`config.mk`:
```
export PLATFORM = sky130hd
export DESIGN_NAME = period_timer_postscaler
export DESIGN_NICKNAME = d
export VERILOG_FILES = /design/src/pkg/timer_pkg.sv /design/src/verilog/period_timer_postscaler.sv /design/src/verilog/postscaler.sv /design/src/verilog/prescaler.sv
export SDC_FILE = /design/constraint.sdc
export NUM_CORES = 1
export LEC_CHECK = 0
export BUFFER_PORTS_ARGS = -buffer_cell sky130_fd_sc_hd__buf_2
export CORE_UTILIZATION = 25
export CTS_BUF_LIST = sky130_fd_sc_hd__clkbuf_4 sky130_fd_sc_hd__clkbuf_8 sky130_fd_sc_hd__clkbuf_16
export DETAILED_ROUTE_END_ITERATION = 10
export GPL_TIMING_DRIVEN = 0
export PLACE_DENSITY_LB_ADDON = 0.15
export SYNTH_ARGS = -nofsm -noshare
export SYNTH_HDL_FRONTEND = slang
export SYNTH_SLANG_ARGS = --single-unit
```
`constraint.sdc`:
```
create_clock -name pclk -period 2.3 [get_ports pclk]
set_input_delay 0.575 -clock pclk [delete_from_list [all_inputs] [get_ports pclk]]
set_output_delay 0.575 -clock pclk [all_outputs]
set_load 0.01 [all_outputs]
```
`src/pkg/timer_pkg.sv`:
```
// package: register map, field layout, reset values and timing for the period timer
package timer_pkg;
  // register byte addresses on the apb bus
  localparam logic [11:0] ADDR_CONTROL = 12'h000;
  localparam logic [11:0] ADDR_COUNT = 12'h004;
  localparam logic [11:0] ADDR_PERIOD = 12'h008;
  localparam logic [11:0] ADDR_FLAGS = 12'h00c;
  localparam logic [11:0] ADDR_ENABLES = 12'h010;
  localparam logic [11:0] ADDR_MISC = 12'h014;
  // control field positions
  localparam int CTL_PRE_LSB = 0;
  localparam int CTL_RUN_BIT = 2;
  localparam int CTL_POST_LSB = 3;
  // flag and enable bit positions
  localparam int FLAG_MATCH_BIT = 0;
  localparam int EN_MATCH_BIT = 0;
  localparam int MISC_SPI_BIT = 0;
  // reset values
  localparam logic [6:0] CONTROL_RESET = 7'h00;
  localparam logic [7:0] COUNT_RESET = 8'h00;
  localparam logic [7:0] PERIOD_RESET = 8'hff;
  // instruction clock is one quarter of the oscillator rate
  localparam int OSC_PER_INSTR = 4;
  localparam logic [1:0] INSTR_DIV_LAST = 2'(OSC_PER_INSTR - 1);
  // prescale terminal counts for codes 00, 01, 10, 11
  localparam logic [5:0] PRE_LAST_1 = 6'h00;
  localparam logic [5:0] PRE_LAST_4 = 6'h03;
  localparam logic [5:0] PRE_LAST_16 = 6'h0f;
  localparam logic [5:0] PRE_LAST_64 = 6'h3f;

  // control register image
  typedef struct packed {
    logic [3:0] postscale_select;
    logic timer_run;
    logic [1:0] prescale_select;
  } timer_control_t;

  // apb request bundle
  typedef struct packed {
    logic psel;
    logic penable;
    logic pwrite;
    logic [11:0] paddr;
    logic [31:0] pwdata;
  } apb_req_t;
endpackage

```
`src/verilog/period_timer_postscaler.sv`:
```
// period timer with prescaler, period compare, postscaler and apb registers
`timescale 1ns/1ps
module period_timer_postscaler (
  // apb slave
  input wire logic pclk,
  input wire logic presetn,
  input wire logic psel,
  input wire logic penable,
  input wire logic pwrite,
  input wire logic [11:0] paddr,
  input wire logic [31:0] pwdata,
  output logic [31:0] prdata,
  output logic pready,
  output logic pslverr,
  // processor state
  input wire logic sleep,
  // timer outputs
  output logic match_pulse,
  output logic spi_shift_clock,
  output logic irq
);
  import timer_pkg::*;

  timer_control_t ctl_q;
  logic [7:0] count_q;
  logic [7:0] period_q;
  logic match_flag_q;
  logic match_irq_enable_q;
  logic spi_select_q;
  logic [1:0] instr_div_q;
  logic spi_toggle_q;
  logic [31:0] prdata_q;
  logic pready_q;
  logic pslverr_q;
  logic match_pulse_q;
  logic irq_q;
  apb_req_t req;
  logic wr_access;
  logic rd_setup;
  logic wr_ctl;
  logic wr_count;
  logic wr_period;
  logic wr_flags;
  logic wr_en;
  logic wr_misc;
  logic scaler_clear;
  logic instr_tick;
  logic pre_tick;
  logic cmp_equal;
  logic match_now;
  logic post_event;

  // gather the bus request
  assign req = '{psel: psel, penable: penable, pwrite: pwrite, paddr: paddr, pwdata: pwdata};

  // address decode, used for write strobes and the unmapped-address error check
  function automatic logic addr_is(input logic [11:0] a, input logic [11:0] ref_addr);
    addr_is = (a == ref_addr);
  endfunction

  function automatic logic addr_mapped(input logic [11:0] a);
    addr_mapped = addr_is(a, ADDR_CONTROL) || addr_is(a, ADDR_COUNT) ||
                  addr_is(a, ADDR_PERIOD) || addr_is(a, ADDR_FLAGS) ||
                  addr_is(a, ADDR_ENABLES) || addr_is(a, ADDR_MISC);
  endfunction

  // a write takes effect in the access cycle while pready is high
  assign wr_access = req.psel && req.penable && req.pwrite && pready_q;
  assign rd_setup = req.psel && !req.penable && !req.pwrite;
  assign wr_ctl = wr_access && addr_is(req.paddr, ADDR_CONTROL);
  assign wr_count = wr_access && addr_is(req.paddr, ADDR_COUNT);
  assign wr_period = wr_access && addr_is(req.paddr, ADDR_PERIOD);
  assign wr_flags = wr_access && addr_is(req.paddr, ADDR_FLAGS);
  assign wr_en = wr_access && addr_is(req.paddr, ADDR_ENABLES);
  assign wr_misc = wr_access && addr_is(req.paddr, ADDR_MISC);
  assign scaler_clear = wr_ctl || wr_count;

  // apb ready: one wait state, answer in the second access cycle
  always_ff @(posedge pclk or negedge presetn) begin
    if (!presetn) begin
      pready_q <= 1'b0;
    end else begin
      pready_q <= req.psel && req.penable && !pready_q;
    end
  end

  // error on unmapped address, raised with pready
  always_ff @(posedge pclk or negedge presetn) begin
    if (!presetn) begin
      pslverr_q <= 1'b0;
    end else begin
      pslverr_q <= req.psel && req.penable && !pready_q && !addr_mapped(req.paddr);
    end
  end

  // read data captured during setup, stable through the access phase
  always_ff @(posedge pclk or negedge presetn) begin
    if (!presetn) begin
      prdata_q <= 32'h00000000;
    end else if (rd_setup) begin
      case (req.paddr)
        ADDR_CONTROL: prdata_q <= {25'h0000000, ctl_q};
        ADDR_COUNT: prdata_q <= {24'h000000, count_q};
        ADDR_PERIOD: prdata_q <= {24'h000000, period_q};
        ADDR_FLAGS: prdata_q <= {31'h00000000, match_flag_q};
        ADDR_ENABLES: prdata_q <= {31'h00000000, match_irq_enable_q};
        ADDR_MISC: prdata_q <= {31'h00000000, spi_select_q};
        default: prdata_q <= 32'h00000000;
      endcase
    end
  end

  // control register, all bits zero after reset
  always_ff @(posedge pclk or negedge presetn) begin
    if (!presetn) begin
      ctl_q <= CONTROL_RESET;
    end else if (wr_ctl) begin
      ctl_q.postscale_select <= req.pwdata[CTL_POST_LSB +: 4];
      ctl_q.timer_run <= req.pwdata[CTL_RUN_BIT];
      ctl_q.prescale_select <= req.pwdata[CTL_PRE_LSB +: 2];
    end
  end

  // interrupt enable and spi clock source select
  always_ff @(posedge pclk or negedge presetn) begin
    if (!presetn) begin
      match_irq_enable_q <= 1'b0;
      spi_select_q <= 1'b0;
    end else begin
      if (wr_en) begin
        match_irq_enable_q <= req.pwdata[EN_MATCH_BIT];
      end
      if (wr_misc) begin
        spi_select_q <= req.pwdata[MISC_SPI_BIT];
      end
    end
  end

  // instruction clock enable, one pulse per four oscillator cycles, frozen in sleep
  always_ff @(posedge pclk or negedge presetn) begin
    if (!presetn) begin
      instr_div_q <= 2'h0;
    end else if (!sleep) begin
      instr_div_q <= (instr_div_q == INSTR_DIV_LAST) ? 2'h0 : instr_div_q + 2'h1;
    end
  end

  assign instr_tick = !sleep && (instr_div_q == INSTR_DIV_LAST) && ctl_q.timer_run;

  prescaler i_prescaler (
    .pclk(pclk),
    .presetn(presetn),
    .tick_in(instr_tick),
    .clear(scaler_clear),
    .prescale_select(ctl_q.prescale_select),
    .tick_out(pre_tick)
  );

  // compare every cycle; the match acts on a prescaled tick
  assign cmp_equal = (count_q == period_q);
  assign match_now = pre_tick && cmp_equal;

  // count register: up from zero, frozen in sleep or when stopped
  // the tick that sees count equal to period reloads zero, so a period p lasts p+1 ticks
  always_ff @(posedge pclk or negedge presetn) begin
    if (!presetn) begin
      count_q <= COUNT_RESET;
    end else if (wr_count) begin
      count_q <= req.pwdata[7:0];
    end else if (pre_tick) begin
      count_q <= match_now ? 8'h00 : count_q + 8'h01;
    end
  end

  // period register, all ones after reset, unaffected by sleep
  always_ff @(posedge pclk or negedge presetn) begin
    if (!presetn) begin
      period_q <= PERIOD_RESET;
    end else if (wr_period) begin
      period_q <= req.pwdata[7:0];
    end
  end

  postscaler i_postscaler (
    .pclk(pclk),
    .presetn(presetn),
    .match(match_now),
    .clear(scaler_clear),
    .postscale_select(ctl_q.postscale_select),
    .event_out(post_event)
  );

  // latched match flag; a new event wins over a software clear
  always_ff @(posedge pclk or negedge presetn) begin
    if (!presetn) begin
      match_flag_q <= 1'b0;
    end else if (post_event) begin
      match_flag_q <= 1'b1;
    end else if (wr_flags && !req.pwdata[FLAG_MATCH_BIT]) begin
      match_flag_q <= 1'b0;
    end
  end

  // registered outputs: match pulse, spi shift clock, interrupt request
  always_ff @(posedge pclk or negedge presetn) begin
    if (!presetn) begin
      match_pulse_q <= 1'b0;
      spi_toggle_q <= 1'b0;
      irq_q <= 1'b0;
    end else begin
      match_pulse_q <= match_now;
      if (match_now && spi_select_q) begin
        spi_toggle_q <= !spi_toggle_q;
      end
      irq_q <= (match_flag_q || post_event) && match_irq_enable_q;
    end
  end

  assign prdata = prdata_q;
  assign pready = pready_q;
  assign pslverr = pslverr_q;
  assign match_pulse = match_pulse_q;
  assign spi_shift_clock = spi_toggle_q;
  assign irq = irq_q;
endmodule

```
`src/verilog/postscaler.sv`:
```
// postscaler: counts match pulses and fires one event every n+1 of them
`timescale 1ns/1ps
module postscaler (
  // clock and reset
  input wire logic pclk,
  input wire logic presetn,
  // control
  input wire logic match,
  input wire logic clear,
  input wire logic [3:0] postscale_select,
  // event pulse
  output logic event_out
);
  logic [3:0] cnt_q;

  // the event occurs on the match that completes the ratio
  assign event_out = match && !clear && (cnt_q >= postscale_select);

  // 4-bit match counter
  always_ff @(posedge pclk or negedge presetn) begin
    if (!presetn) begin
      cnt_q <= 4'h0;
    end else if (clear) begin
      cnt_q <= 4'h0;
    end else if (match) begin
      cnt_q <= (cnt_q >= postscale_select) ? 4'h0 : cnt_q + 4'h1;
    end
  end
endmodule

```
`src/verilog/prescaler.sv`:
```
// prescaler: divides the instruction enable by 1, 4, 16 or 64
`timescale 1ns/1ps
module prescaler (
  // clock and reset
  input wire logic pclk,
  input wire logic presetn,
  // control
  input wire logic tick_in,
  input wire logic clear,
  input wire logic [1:0] prescale_select,
  // output enable pulse
  output logic tick_out
);
  import timer_pkg::*;

  logic [5:0] cnt_q;
  logic [5:0] last;

  // terminal count of the selected ratio
  function automatic logic [5:0] pre_last(input logic [1:0] sel);
    case (sel)
      2'h0: pre_last = PRE_LAST_1;
      2'h1: pre_last = PRE_LAST_4;
      2'h2: pre_last = PRE_LAST_16;
      default: pre_last = PRE_LAST_64;
    endcase
  endfunction

  assign last = pre_last(prescale_select);
  assign tick_out = tick_in && !clear && (cnt_q >= last);

  // divider counter, cleared by control or count writes and reset
  always_ff @(posedge pclk or negedge presetn) begin
    if (!presetn) begin
      cnt_q <= 6'h00;
    end else if (clear) begin
      cnt_q <= 6'h00;
    end else if (tick_in) begin
      cnt_q <= (cnt_q >= last) ? 6'h00 : cnt_q + 6'h01;
    end
  end
endmodule
```
==> results of run 1 <==
[registers in the layout, summed over array words and instances (netlist names), 2 cells and up]
register / cells
period_q: 8
i_postscaler.cnt_q: 4
instr_div_q: 2
count_q: 8
prdata: 8
i_prescaler.cnt_q: 6
ctl_q: 7
[layout make-up]
type                            instances  area [um^2]  share of cell area [%]
Multi-Input combinational cell        250         1754                   44.12
Sequential cell                        51         1287                   32.38
Buffer                                 36        254.0                   6.388
Timing Repair Buffer                   44        240.2                   6.042
Tap cell                              168        210.2                   5.286
Clock buffer                            5        125.1                   3.147
Clock inverter                          3        67.56                   1.699
Inverter                               10        37.54                  0.9440
[worst min-delay path by stage]
stage	slack [ns]	cells past startpoint	startpoint	endpoint
6_report	0.33	1	presetn	spi_shift_clock$_DFFE_PN0P_
5_1_grt	0.39	1	presetn	spi_shift_clock$_DFFE_PN0P_
4_1_cts	0.48	1	spi_shift_clock$_DFFE_PN0P_	spi_shift_clock$_DFFE_PN0P_
3_5_place_dp	0.47	2	prdata[4]$_DFFE_PN0P_	prdata[4]$_DFFE_PN0P_
3_3_place_gp	0.46	1	spi_shift_clock$_DFFE_PN0P_	spi_shift_clock$_DFFE_PN0P_
2_1_floorplan	0.28	0	presetn	count_q[0]$_DFFE_PN0P_
[cells in the mapped netlist, types with 4 or more instances]
library cell / number / area [um^2]
dfstp_2: 8 / 210.2
buf_4: 24 / 180.2
nor3_1: 6 / 30.03
mux2_2: 18 / 202.7
nand3_1: 7 / 35.03
buf_2: 4 / 20.02
clkbuf_1: 6 / 22.52
nor4_4: 4 / 85.08
dfrtp_1: 43 / 1076
nand2_1: 20 / 75.07
mux2i_1: 8 / 80.08
nand4_1: 9 / 56.30
xor2_1: 9 / 78.83
a31oi_1: 14 / 87.58
nand4b_1: 4 / 35.03
o31ai_1: 6 / 45.04
nor2b_1: 4 / 25.02
inv_1: 10 / 37.54
nand2b_1: 6 / 37.54
a21oi_1: 17 / 85.08
o21ai_0: 18 / 90.09
nor2_1: 23 / 86.33
ha_1: 12 / 150.1
[worst max-delay path, delay by kind of cell (launching register included)]
kind / cells / cell delay, ns
compound gates: 3 / 0.36
fa+ha+maj: 1 / 0.27
flops: 1 / 0.43
simple gates: 3 / 1.01
[metal layers]
metal,GRT usage (%),up-vias
met3,2.478,9
met1,18.49,1233
met4,2.771,0
met5,0,-
li1,-,1294
met2,21.29,72
[layout by cell type (no fill, tap or decap), drive strengths merged, types with 4 or more instances in the layout]
cell / Yosys / layout
a21oi: 17 / 17
a31oi: 14 / 14
buf: 29 / 76
clkbuf: 7 / 9
conb: 1 / 24
dfrtp: 43 / 43
dfstp: 8 / 8
ha: 12 / 12
inv: 10 / 10
mux2: 18 / 18
mux2i: 8 / 8
nand2: 21 / 21
nand2b: 6 / 6
nand3: 9 / 9
nand4: 10 / 10
nand4b: 4 / 4
nor2: 23 / 23
nor2b: 4 / 4
nor3: 8 / 8
nor4: 6 / 6
o21ai: 19 / 19
o31ai: 6 / 6
xor2: 9 / 9
[cell families (layout without fill, tap and decap cells)]
kind of cell               Yosys count  in the layout  share of synthesized area (%)
AOI/OAI and AO/OA                   72             72                          13.93
xor gates and xnor gates             9              9                          2.465
adders and majority gates           12             12                          4.695
buffers and inverters               46             98                          8.646
DFF                                 51             51                          40.22
muxes                               26             26                          8.842
other                                1             24                         0.1173
and+or+nand+nor                    107            107                          21.09
[power groups by stage]
stage | Combinational (mW) | Clock (mW) | Sequential, mW
3_5_place_dp | 0.190 | 0 | 0.952
4_1_cts | 0.193 | 0.996 | 0.935
3_3_place_gp | 0.188 | 0 | 0.951
2_1_floorplan | 0.118 | 0 | 0.950
5_1_grt | 0.225 | 1.04 | 0.937
6_report | 0.194 | 0.964 | 0.934
[repair_timing]
item,4_1_cts,5_1_grt
buffers inserted,0,7
gates cloned,0,0
pin swaps,0,4
resized for setup,7,11
endpoints found under the setup margin,20,27
[per-stage QoR]
step,cell area [um^2],instances
global placement,3680,552
finish,3976,567
floorplan,3284,347
detailed placement,3680,552
CTS,3891,560
global route,3976,567
==> flow_metrics.tcl, run 1 <==
set metrics [dict create \
    route.met3.wl_um 356 \
    syn_area_um2 3198 \
    grt_util_all_layers_pct 13.24 \
    insertion_delay_ns 0.29 \
    crit_start "ctl_q[1]$_DFFE_PN0P_" \
    grt_remaining_overflow 0 \
    via_count 2608 \
    synth_async_sr_flop_share_pct 100.0 \
    drc 0 \
    cts_inserted_buffers 5 \
    synth-seq-area-share_pct 40.22 \
    drt_pass1_iterations 4 \
    fin_tns_setup_ns 0 \
    worst_hold_slack_ns 0.3291 \
    rrSetupSlack_ns 0.14 \
    crit_slowest_cell "or4_1" \
    post-route-period-util_pct 93.83 \
    drt_first_iter_violations 135 \
    rsz0062_at_grt "false" \
    synth-seq-cells 51 \
    cp-start-kind "register" \
    worstSetupPathType "register to register" \
    nFillCells 1276 \
    h-tree-depth 2 \
    clock-sinks 51 \
    synth_warnings 0 \
    final-hold-violation-count 0 \
    intPower_mw 1.629 \
    cts_hold_buffers 0 \
    grt_pass1_vias 2528 \
    p_total_mw 2.092 \
    worstPathRequired_ns 2.51 \
    p_sw_mw 0.4638 \
    gp_congestion 0.7664 \
    drt-total-wl_um 8298 \
    p_per_area_nw_per_um2 526.2 \
    wl_met1_um 4161 \
    wl_met2_um 3696 \
    io_pins 87 \
    rr_worst_depth 7 \
    clockPowerShare_pct 46.1 \
    core_area_um2 12260 \
    fin_ws_ns 0.1419 \
    antenna_cells 0 \
    drive_gt1_share_pct 32.83 \
    final_util_pct 32.43 \
    portBuffers 37 \
    grt_max_degree 52 \
    maxUsedRoutingLayer "met4" \
    ir_drop_mv 0.3917 \
    worstMarginPinSlew_ns 0.6868 \
    cts-root-buf "clkbuf_16" \
    max_slew_margin_pct 54.21 \
    antenna_found_initial 0 \
    seqPwrFrac_pct 44.7 \
    dieHeight_um 115.1 \
    leakage_nw 1.857 \
    slowest_delay_ns 0.51 \
    fin_crit_ns 2.158 \
    synth_edf_count 0 \
    fmax_mhz 463.4 \
    critPathArrivalTime_ns 2.37 \
    maxSlewViolCount 0 \
    power_switching_share_pct 22.16 \
    drt-vias-per-instance 4.600 \
    clkTransAtPathRegs_ns 0.07 \
    setup_viol_count_final 0 \
    cts.path.max_buffers 2 \
    path_max_fanout 6 \
    cts_tree "yes" \
    fin_skew_ns 0.004064 \
    initial_core_util_pct 26.08 \
    r2r-end "i_prescaler.cnt_q[4]$_DFFE_PN0P_" \
    endpoint "i_prescaler.cnt_q[4]$_DFFE_PN0P_" \
    area_delta_synth_final_pct 24.33 \
    die_w_um 115.1 \
    die-area_um2 13250 \
    dp_slack_ns -0.2500 \
    synth_ff_type "dfrtp_1" \
    routedWlPerCell_um 14.63 \
    fin_nets 460 \
    grt_pass1_wl_um 13500 \
    syn_area_per_cell_um2 9.871 \
    synthCells 324 \
    yosysUniqueCellTypes 56 \
    ant_nets 0 \
    status "finished, final reports clean" \
    r2r-start "ctl_q[1]$_DFFE_PN0P_" \
    drv_cap 0 \
    row_count 40 \
    combPwrFrac_pct 9.3 \
    hold_class "input pin to asynchronous set/reset pin" \
    crit_path_cell_trace "or2_2, ha_1, nand2b_1, a2bb2oi_4, o21ai_2, or4_1, o21ai_0" \
    hpwl_um 6064 \
    cp-end-kind "register" \
]
(Power assumes the default switching activity.)
==> run 2, diff against run 1 <==
- CAP_MARGIN: default -> 20
- clock period: 2.3 -> 2.65 ns (I/O delays scaled with it)
==> run 2 against run 1 <==
Die area is the same. Setup slack better by 0.14 ns. Fmax decreased by 9.0%. First-iteration DRC count shrank 17%. Hold slack improved by 0.043 ns. Core utilization fell by 0.66 points. Sequential share of layout area rose by 0.64 points. Cell count down 1.1%. Clock power decreased by 12%. Non-clock buffer count down 6. Power decreased by 13%. Routed wire length fell by 1.8%. Highest routed layer unchanged.
==> flow_metrics.tcl, run 2 (synthesis results as in run 1) <==
set metrics [dict create \
    insertion_delay_ns 0.29 \
    grt_pass1_wl_um 13260 \
    die-area_um2 13250 \
    antenna_found_initial 0 \
    area_delta_synth_final_pct 21.79 \
    cts-root-buf "clkbuf_16" \
    clock-sinks 51 \
    clkTransAtPathRegs_ns 0.08 \
    initial_core_util_pct 26.08 \
    final-hold-violation-count 0 \
    die_w_um 115.1 \
    cts_hold_buffers 0 \
    hpwl_um 6182 \
    routedWlPerCell_um 14.53 \
    drt-vias-per-instance 4.522 \
    fin_tns_setup_ns 0 \
    max_slew_margin_pct 50.60 \
    drc 0 \
    layout_commonest_cell "dfrtp_1" \
    io_pins 87 \
    dieHeight_um 115.1 \
    worstPathRequired_ns 2.86 \
    h-tree-depth 2 \
    setup_viol_count_final 0 \
    nFillCells 1277 \
    fin_nets 454 \
    grt_remaining_overflow 0 \
    grt_util_all_layers_pct 13.15 \
    fin_crit_ns 2.371 \
    path_max_fanout 10 \
    cts_inserted_buffers 5 \
    placed_cells 553 \
    antenna_cells 0 \
    leakage_nw 1.823 \
    worstSetupPathType "register to register" \
    grt_max_degree 29 \
    rsz0062_at_grt "false" \
    status "finished, final reports clean" \
    fin_skew_ns 0.009741 \
    post-route-period-util_pct 89.49 \
    cp-start-kind "register" \
    critPathArrivalTime_ns 2.58 \
    cp-end-kind "register" \
    ir_drop_mv 0.2133 \
    via_count 2537 \
    core_area_um2 12260 \
    final_cells 561 \
    worstMarginPinSlew_ns 0.7355 \
    drt_pass1_iterations 4 \
    drive_gt1_share_pct 30.03 \
    fmax_mhz 421.7 \
    final_cell_mix "dfrtp_1 (43), buf_2 (41), buf_4 (24), conb_1 (24), nor2_1 (23)" \
    maxSlewViolCount 0 \
    p_per_area_nw_per_um2 468.1 \
    portBuffers 37 \
    row_count 40 \
    ctsResizeCount 0 \
    grt_pass1_vias 2480 \
    cts_tree "yes" \
    hold_class "input pin to asynchronous set/reset pin" \
    ant_nets 0 \
    cts.path.max_buffers 2 \
    drv_cap 0 \
    gp_congestion 0.7664 \
    drt_first_iter_violations 112 \
    cts_setup_buffers 0 \
    drt-total-wl_um 8151 \
]
==> run 2: cell types whose count changed in the layout (fill, tap and decap cells not counted), moves of 2 or more <==
| cell | before | now |
|---|---|---|
| buf_4 | 34 | 24 |
| clkbuf_2 | 1 | 3 |
| nor3_1 | 4 | 6 |
| nor3_2 | 4 | 2 |
==> run 2: worst paths after layout <==
check / start / endpoint / slack [ns] / cells after the start
setup / recovery: ctl_q[1]$_DFFE_PN0P_ / i_prescaler.cnt_q[4]$_DFFE_PN0P_ / 0.28 / 8
hold / removal: presetn / prdata[0]$_DFFE_PN0P_ / 0.37 / 1
setup reg to reg: ctl_q[1]$_DFFE_PN0P_ / i_prescaler.cnt_q[4]$_DFFE_PN0P_ / 0.28 / 8
hold reg to reg: spi_shift_clock$_DFFE_PN0P_ / spi_shift_clock$_DFFE_PN0P_ / 0.47 / 1
max in group asynchronous: presetn / period_q[2]$_DFFE_PN1P_ / 1.63 / 2
min in group pclk: spi_shift_clock$_DFFE_PN0P_ / spi_shift_clock$_DFFE_PN0P_ / 0.47 / 1
==> run 2: report_power, final <==
group	switching, mW	internal [mW]
clock network	0.302	0.541
logic	0.0946	0.0740
registers	0.0126	0.798
==> run 2: cell type report <==
class	instances	area, um^2	share of cell area (%)
Inverter	10	37.54	0.9637
Clock buffer	5	125.1	3.212
Multi-Input combinational cell	250	1722	44.20
Timing Repair Buffer	38	205.2	5.268
Sequential cell	51	1286	33.02
Buffer	36	241.5	6.200
Tap cell	168	210.2	5.397
Clock inverter	3	67.56	1.735
==> run 2: metal layers <==
layer / part of all wire (%) / GRT usage [%]
met5: 0 / 0
met1: 48 / 18.20
met2: 47 / 20.96
met4: 0.37 / 3.117
met3: 5.2 / 2.741
==> run 2: per-stage QoR <==
step	util (%)	hold slack (ns)	setup slack [ns]	power (mW)	area, um^2
floorplan	-	0.3669	0.5593	0.9262	3284
global placement	30.01	0.4598	0.08751	0.9882	3680
detailed placement	30.17	0.4590	0.04043	0.9954	3700
CTS	31.74	0.3798	0.09958	1.863	3892
global route	31.77	0.4111	0.03145	1.925	3895
finish	31.77	0.3722	0.2785	1.823	3895
==> run 2: worst max-delay path, cell delays in order, from the launching register on <==
cell       delay (ns)
dfrtp_1          0.45
or2_2            0.34
ha_1             0.27
nand2b_1         0.14
a2bb2oi_1        0.19
o21a_1           0.23
clkbuf_1         0.37
a31oi_1          0.13
o21ai_0          0.18
==> run 3, diff against run 2 <==
- CAP_MARGIN: 20 -> 30
- CELL_PAD_IN_SITES_DETAIL_PLACEMENT: default -> 1
- CELL_PAD_IN_SITES_GLOBAL_PLACEMENT: default -> 2
==> run 3 against run 2 <==
Die area unchanged. Largest power group is now sequential cells. Hold slack improved by 0.010 ns. Power decreased by 8.2%.
==> flow_metrics.tcl, run 3 (synthesis results as in run 1) <==
set metrics [dict create \
    io_pins 87 \
    ir_drop_mv 0.2250 \
    grt_pass1_wl_um 14350 \
    drt-vias-per-instance 4.702 \
    grt_pass1_vias 2609 \
    final-hold-violation-count 0 \
    max_slew_margin_pct 55.41 \
    worstMarginPinSlew_ns 0.6638 \
    die_w_um 115.1 \
    worstSetupPathType "register to register" \
    hpwl_um 6917 \
    placed_cells 553 \
    cts.path.max_buffers 2 \
    nFillCells 1430 \
    slowest_delay_ns 0.45 \
    r2r-start "ctl_q[1]$_DFFE_PN0P_" \
    layout_commonest_cell "dfrtp_1" \
    clock-sinks 51 \
    crit_buf_inv 2 \
    critPathTopFamily "compound AO/OA/AOI/OAI gates" \
    grt_busiest_layer "met2" \
    cts_hold_buffers 0 \
    antenna_found_initial 0 \
    grt_remaining_overflow 0 \
    crit_start "ctl_q[1]$_DFFE_PN0P_" \
    fin_tns_setup_ns 0 \
    drc 0 \
    h-tree-depth 2 \
    worst_hold_slack_ns 0.3822 \
    clkTransAtPathRegs_ns 0.07 \
    antenna_cells 0 \
    fin_skew_ns 0.007862 \
    hold_class "input pin to asynchronous set/reset pin" \
    portBuffers 37 \
    multi_input_area_um2 1722 \
    drt-total-wl_um 9011 \
    post-route-period-util_pct 91.32 \
    met1_usage_pct 19.46 \
    maxSlewViolCount 0 \
    grt_use_met2_pct 23.78 \
    drive_gt1_share_pct 30.03 \
    crit_path_cell_trace "or2_2, inv_1, ha_1, nor3_1, a2bb2oi_1, o21ai_1, clkbuf_2, nand4_1, a31oi_1" \
    grt_util_all_layers_pct 14.35 \
    dieHeight_um 115.1 \
    use_met3_pct 2.425 \
    r2r-end "count_q[2]$_DFFE_PN0P_" \
    initial_core_util_pct 26.08 \
    cts-root-buf "clkbuf_16" \
    cts_inserted_buffers 5 \
    rsz0062_at_grt "false" \
    setup_viol_count_final 0 \
    path_max_fanout 10 \
    area_delta_synth_final_pct 20.62 \
    drv_cap 0 \
    drt_pass1_iterations 4 \
    critPathArrivalTime_ns 2.64 \
    core_area_um2 12260 \
    drt_first_iter_violations 102 \
    routedWlPerCell_um 16.06 \
    die-area_um2 13250 \
    final_cells 561 \
    leakage_nw 1.806 \
    via_count 2638 \
    worstPathRequired_ns 2.87 \
    crit_slowest_cell "dfrtp_1" \
    cts_tree "yes" \
    status "finished, final reports clean" \
    cp-end-kind "register" \
    seq_area_um2 1286 \
    cp-start-kind "register" \
    gp_congestion 0.7362 \
    insertion_delay_ns 0.30 \
    fmax_mhz 413.2 \
    fin_crit_ns 2.420 \
    row_count 40 \
    fin_nets 454 \
    rr_worst_depth 9 \
    final_cell_mix "dfrtp_1 (43), buf_2 (41), buf_4 (24), conb_1 (24), nor2_1 (23)" \
    rrSetupSlack_ns 0.23 \
    ant_nets 0 \
    grt_max_degree 27 \
    p_per_area_nw_per_um2 433.8 \
]
-- run 3: worst max-delay path by stage --
| stage | end | slack [ns] | depth (start not counted) |
|---|---|---|---|
| 3_3_place_gp | count_q[2]$_DFFE_PN0P_ | 0.03 | 7 |
| 4_1_cts | count_q[2]$_DFFE_PN0P_ | 0.006 | 9 |
| 6_report | count_q[2]$_DFFE_PN0P_ | 0.23 | 9 |
| 3_5_place_dp | count_q[6]$_DFFE_PN0P_ | 0.02 | 9 |
| 2_1_floorplan | period_q[0]$_DFFE_PN1P_ | 0.56 | 4 |
| 5_1_grt | i_postscaler.cnt_q[0]$_DFFE_PN0P_ | 0.02 | 8 |
-- run 3: area by class of cell --
| class | count | area share (%) |
|---|---|---|
| plain buffers | 36 | 6.260 |
| clock buffers | 6 | 3.600 |
| clock inverters | 2 | 0.4217 |
| inverters | 10 | 0.9731 |
| multi-input cells | 250 | 44.63 |
| flip-flops and latches | 51 | 33.34 |
| well taps | 168 | 5.449 |
| repair buffers | 38 | 5.319 |
-- run 3: stage by stage --
step	power (mW)	setup slack, ns	utilization [%]	area (um^2)
after floorplan	0.9262	0.5593	-	3284
after global placement	0.9921	0.03047	30.01	3680
after detailed placement	1.000	0.01698	30.17	3700
after CTS	1.698	0.006339	31.44	3855
after global routing	1.753	0.01980	31.46	3857
final	1.673	0.2301	31.46	3857
-- run 3: timing repair --
item / CTS / global route
setup endpoints to repair: 0 / 11
buffers inserted: 0 / 0
gates resized for setup: 0 / 4
-- run 3: power breakdown --
group | switching [mW] | leakage (nW) | total (mW) | internal (mW)
logic | 0.0974 | 1.07 | 0.171 | 0.0735
clock network | 0.313 | 0.0731 | 0.691 | 0.379
registers | 0.0130 | 0.666 | 0.811 | 0.798
-- run 3: per-layer routing --
layer,vias to the layer above,wire [um]
met5,-,0
met4,0,86
met3,8,351
met2,68,4081
met1,1285,4490
li1,1277,-
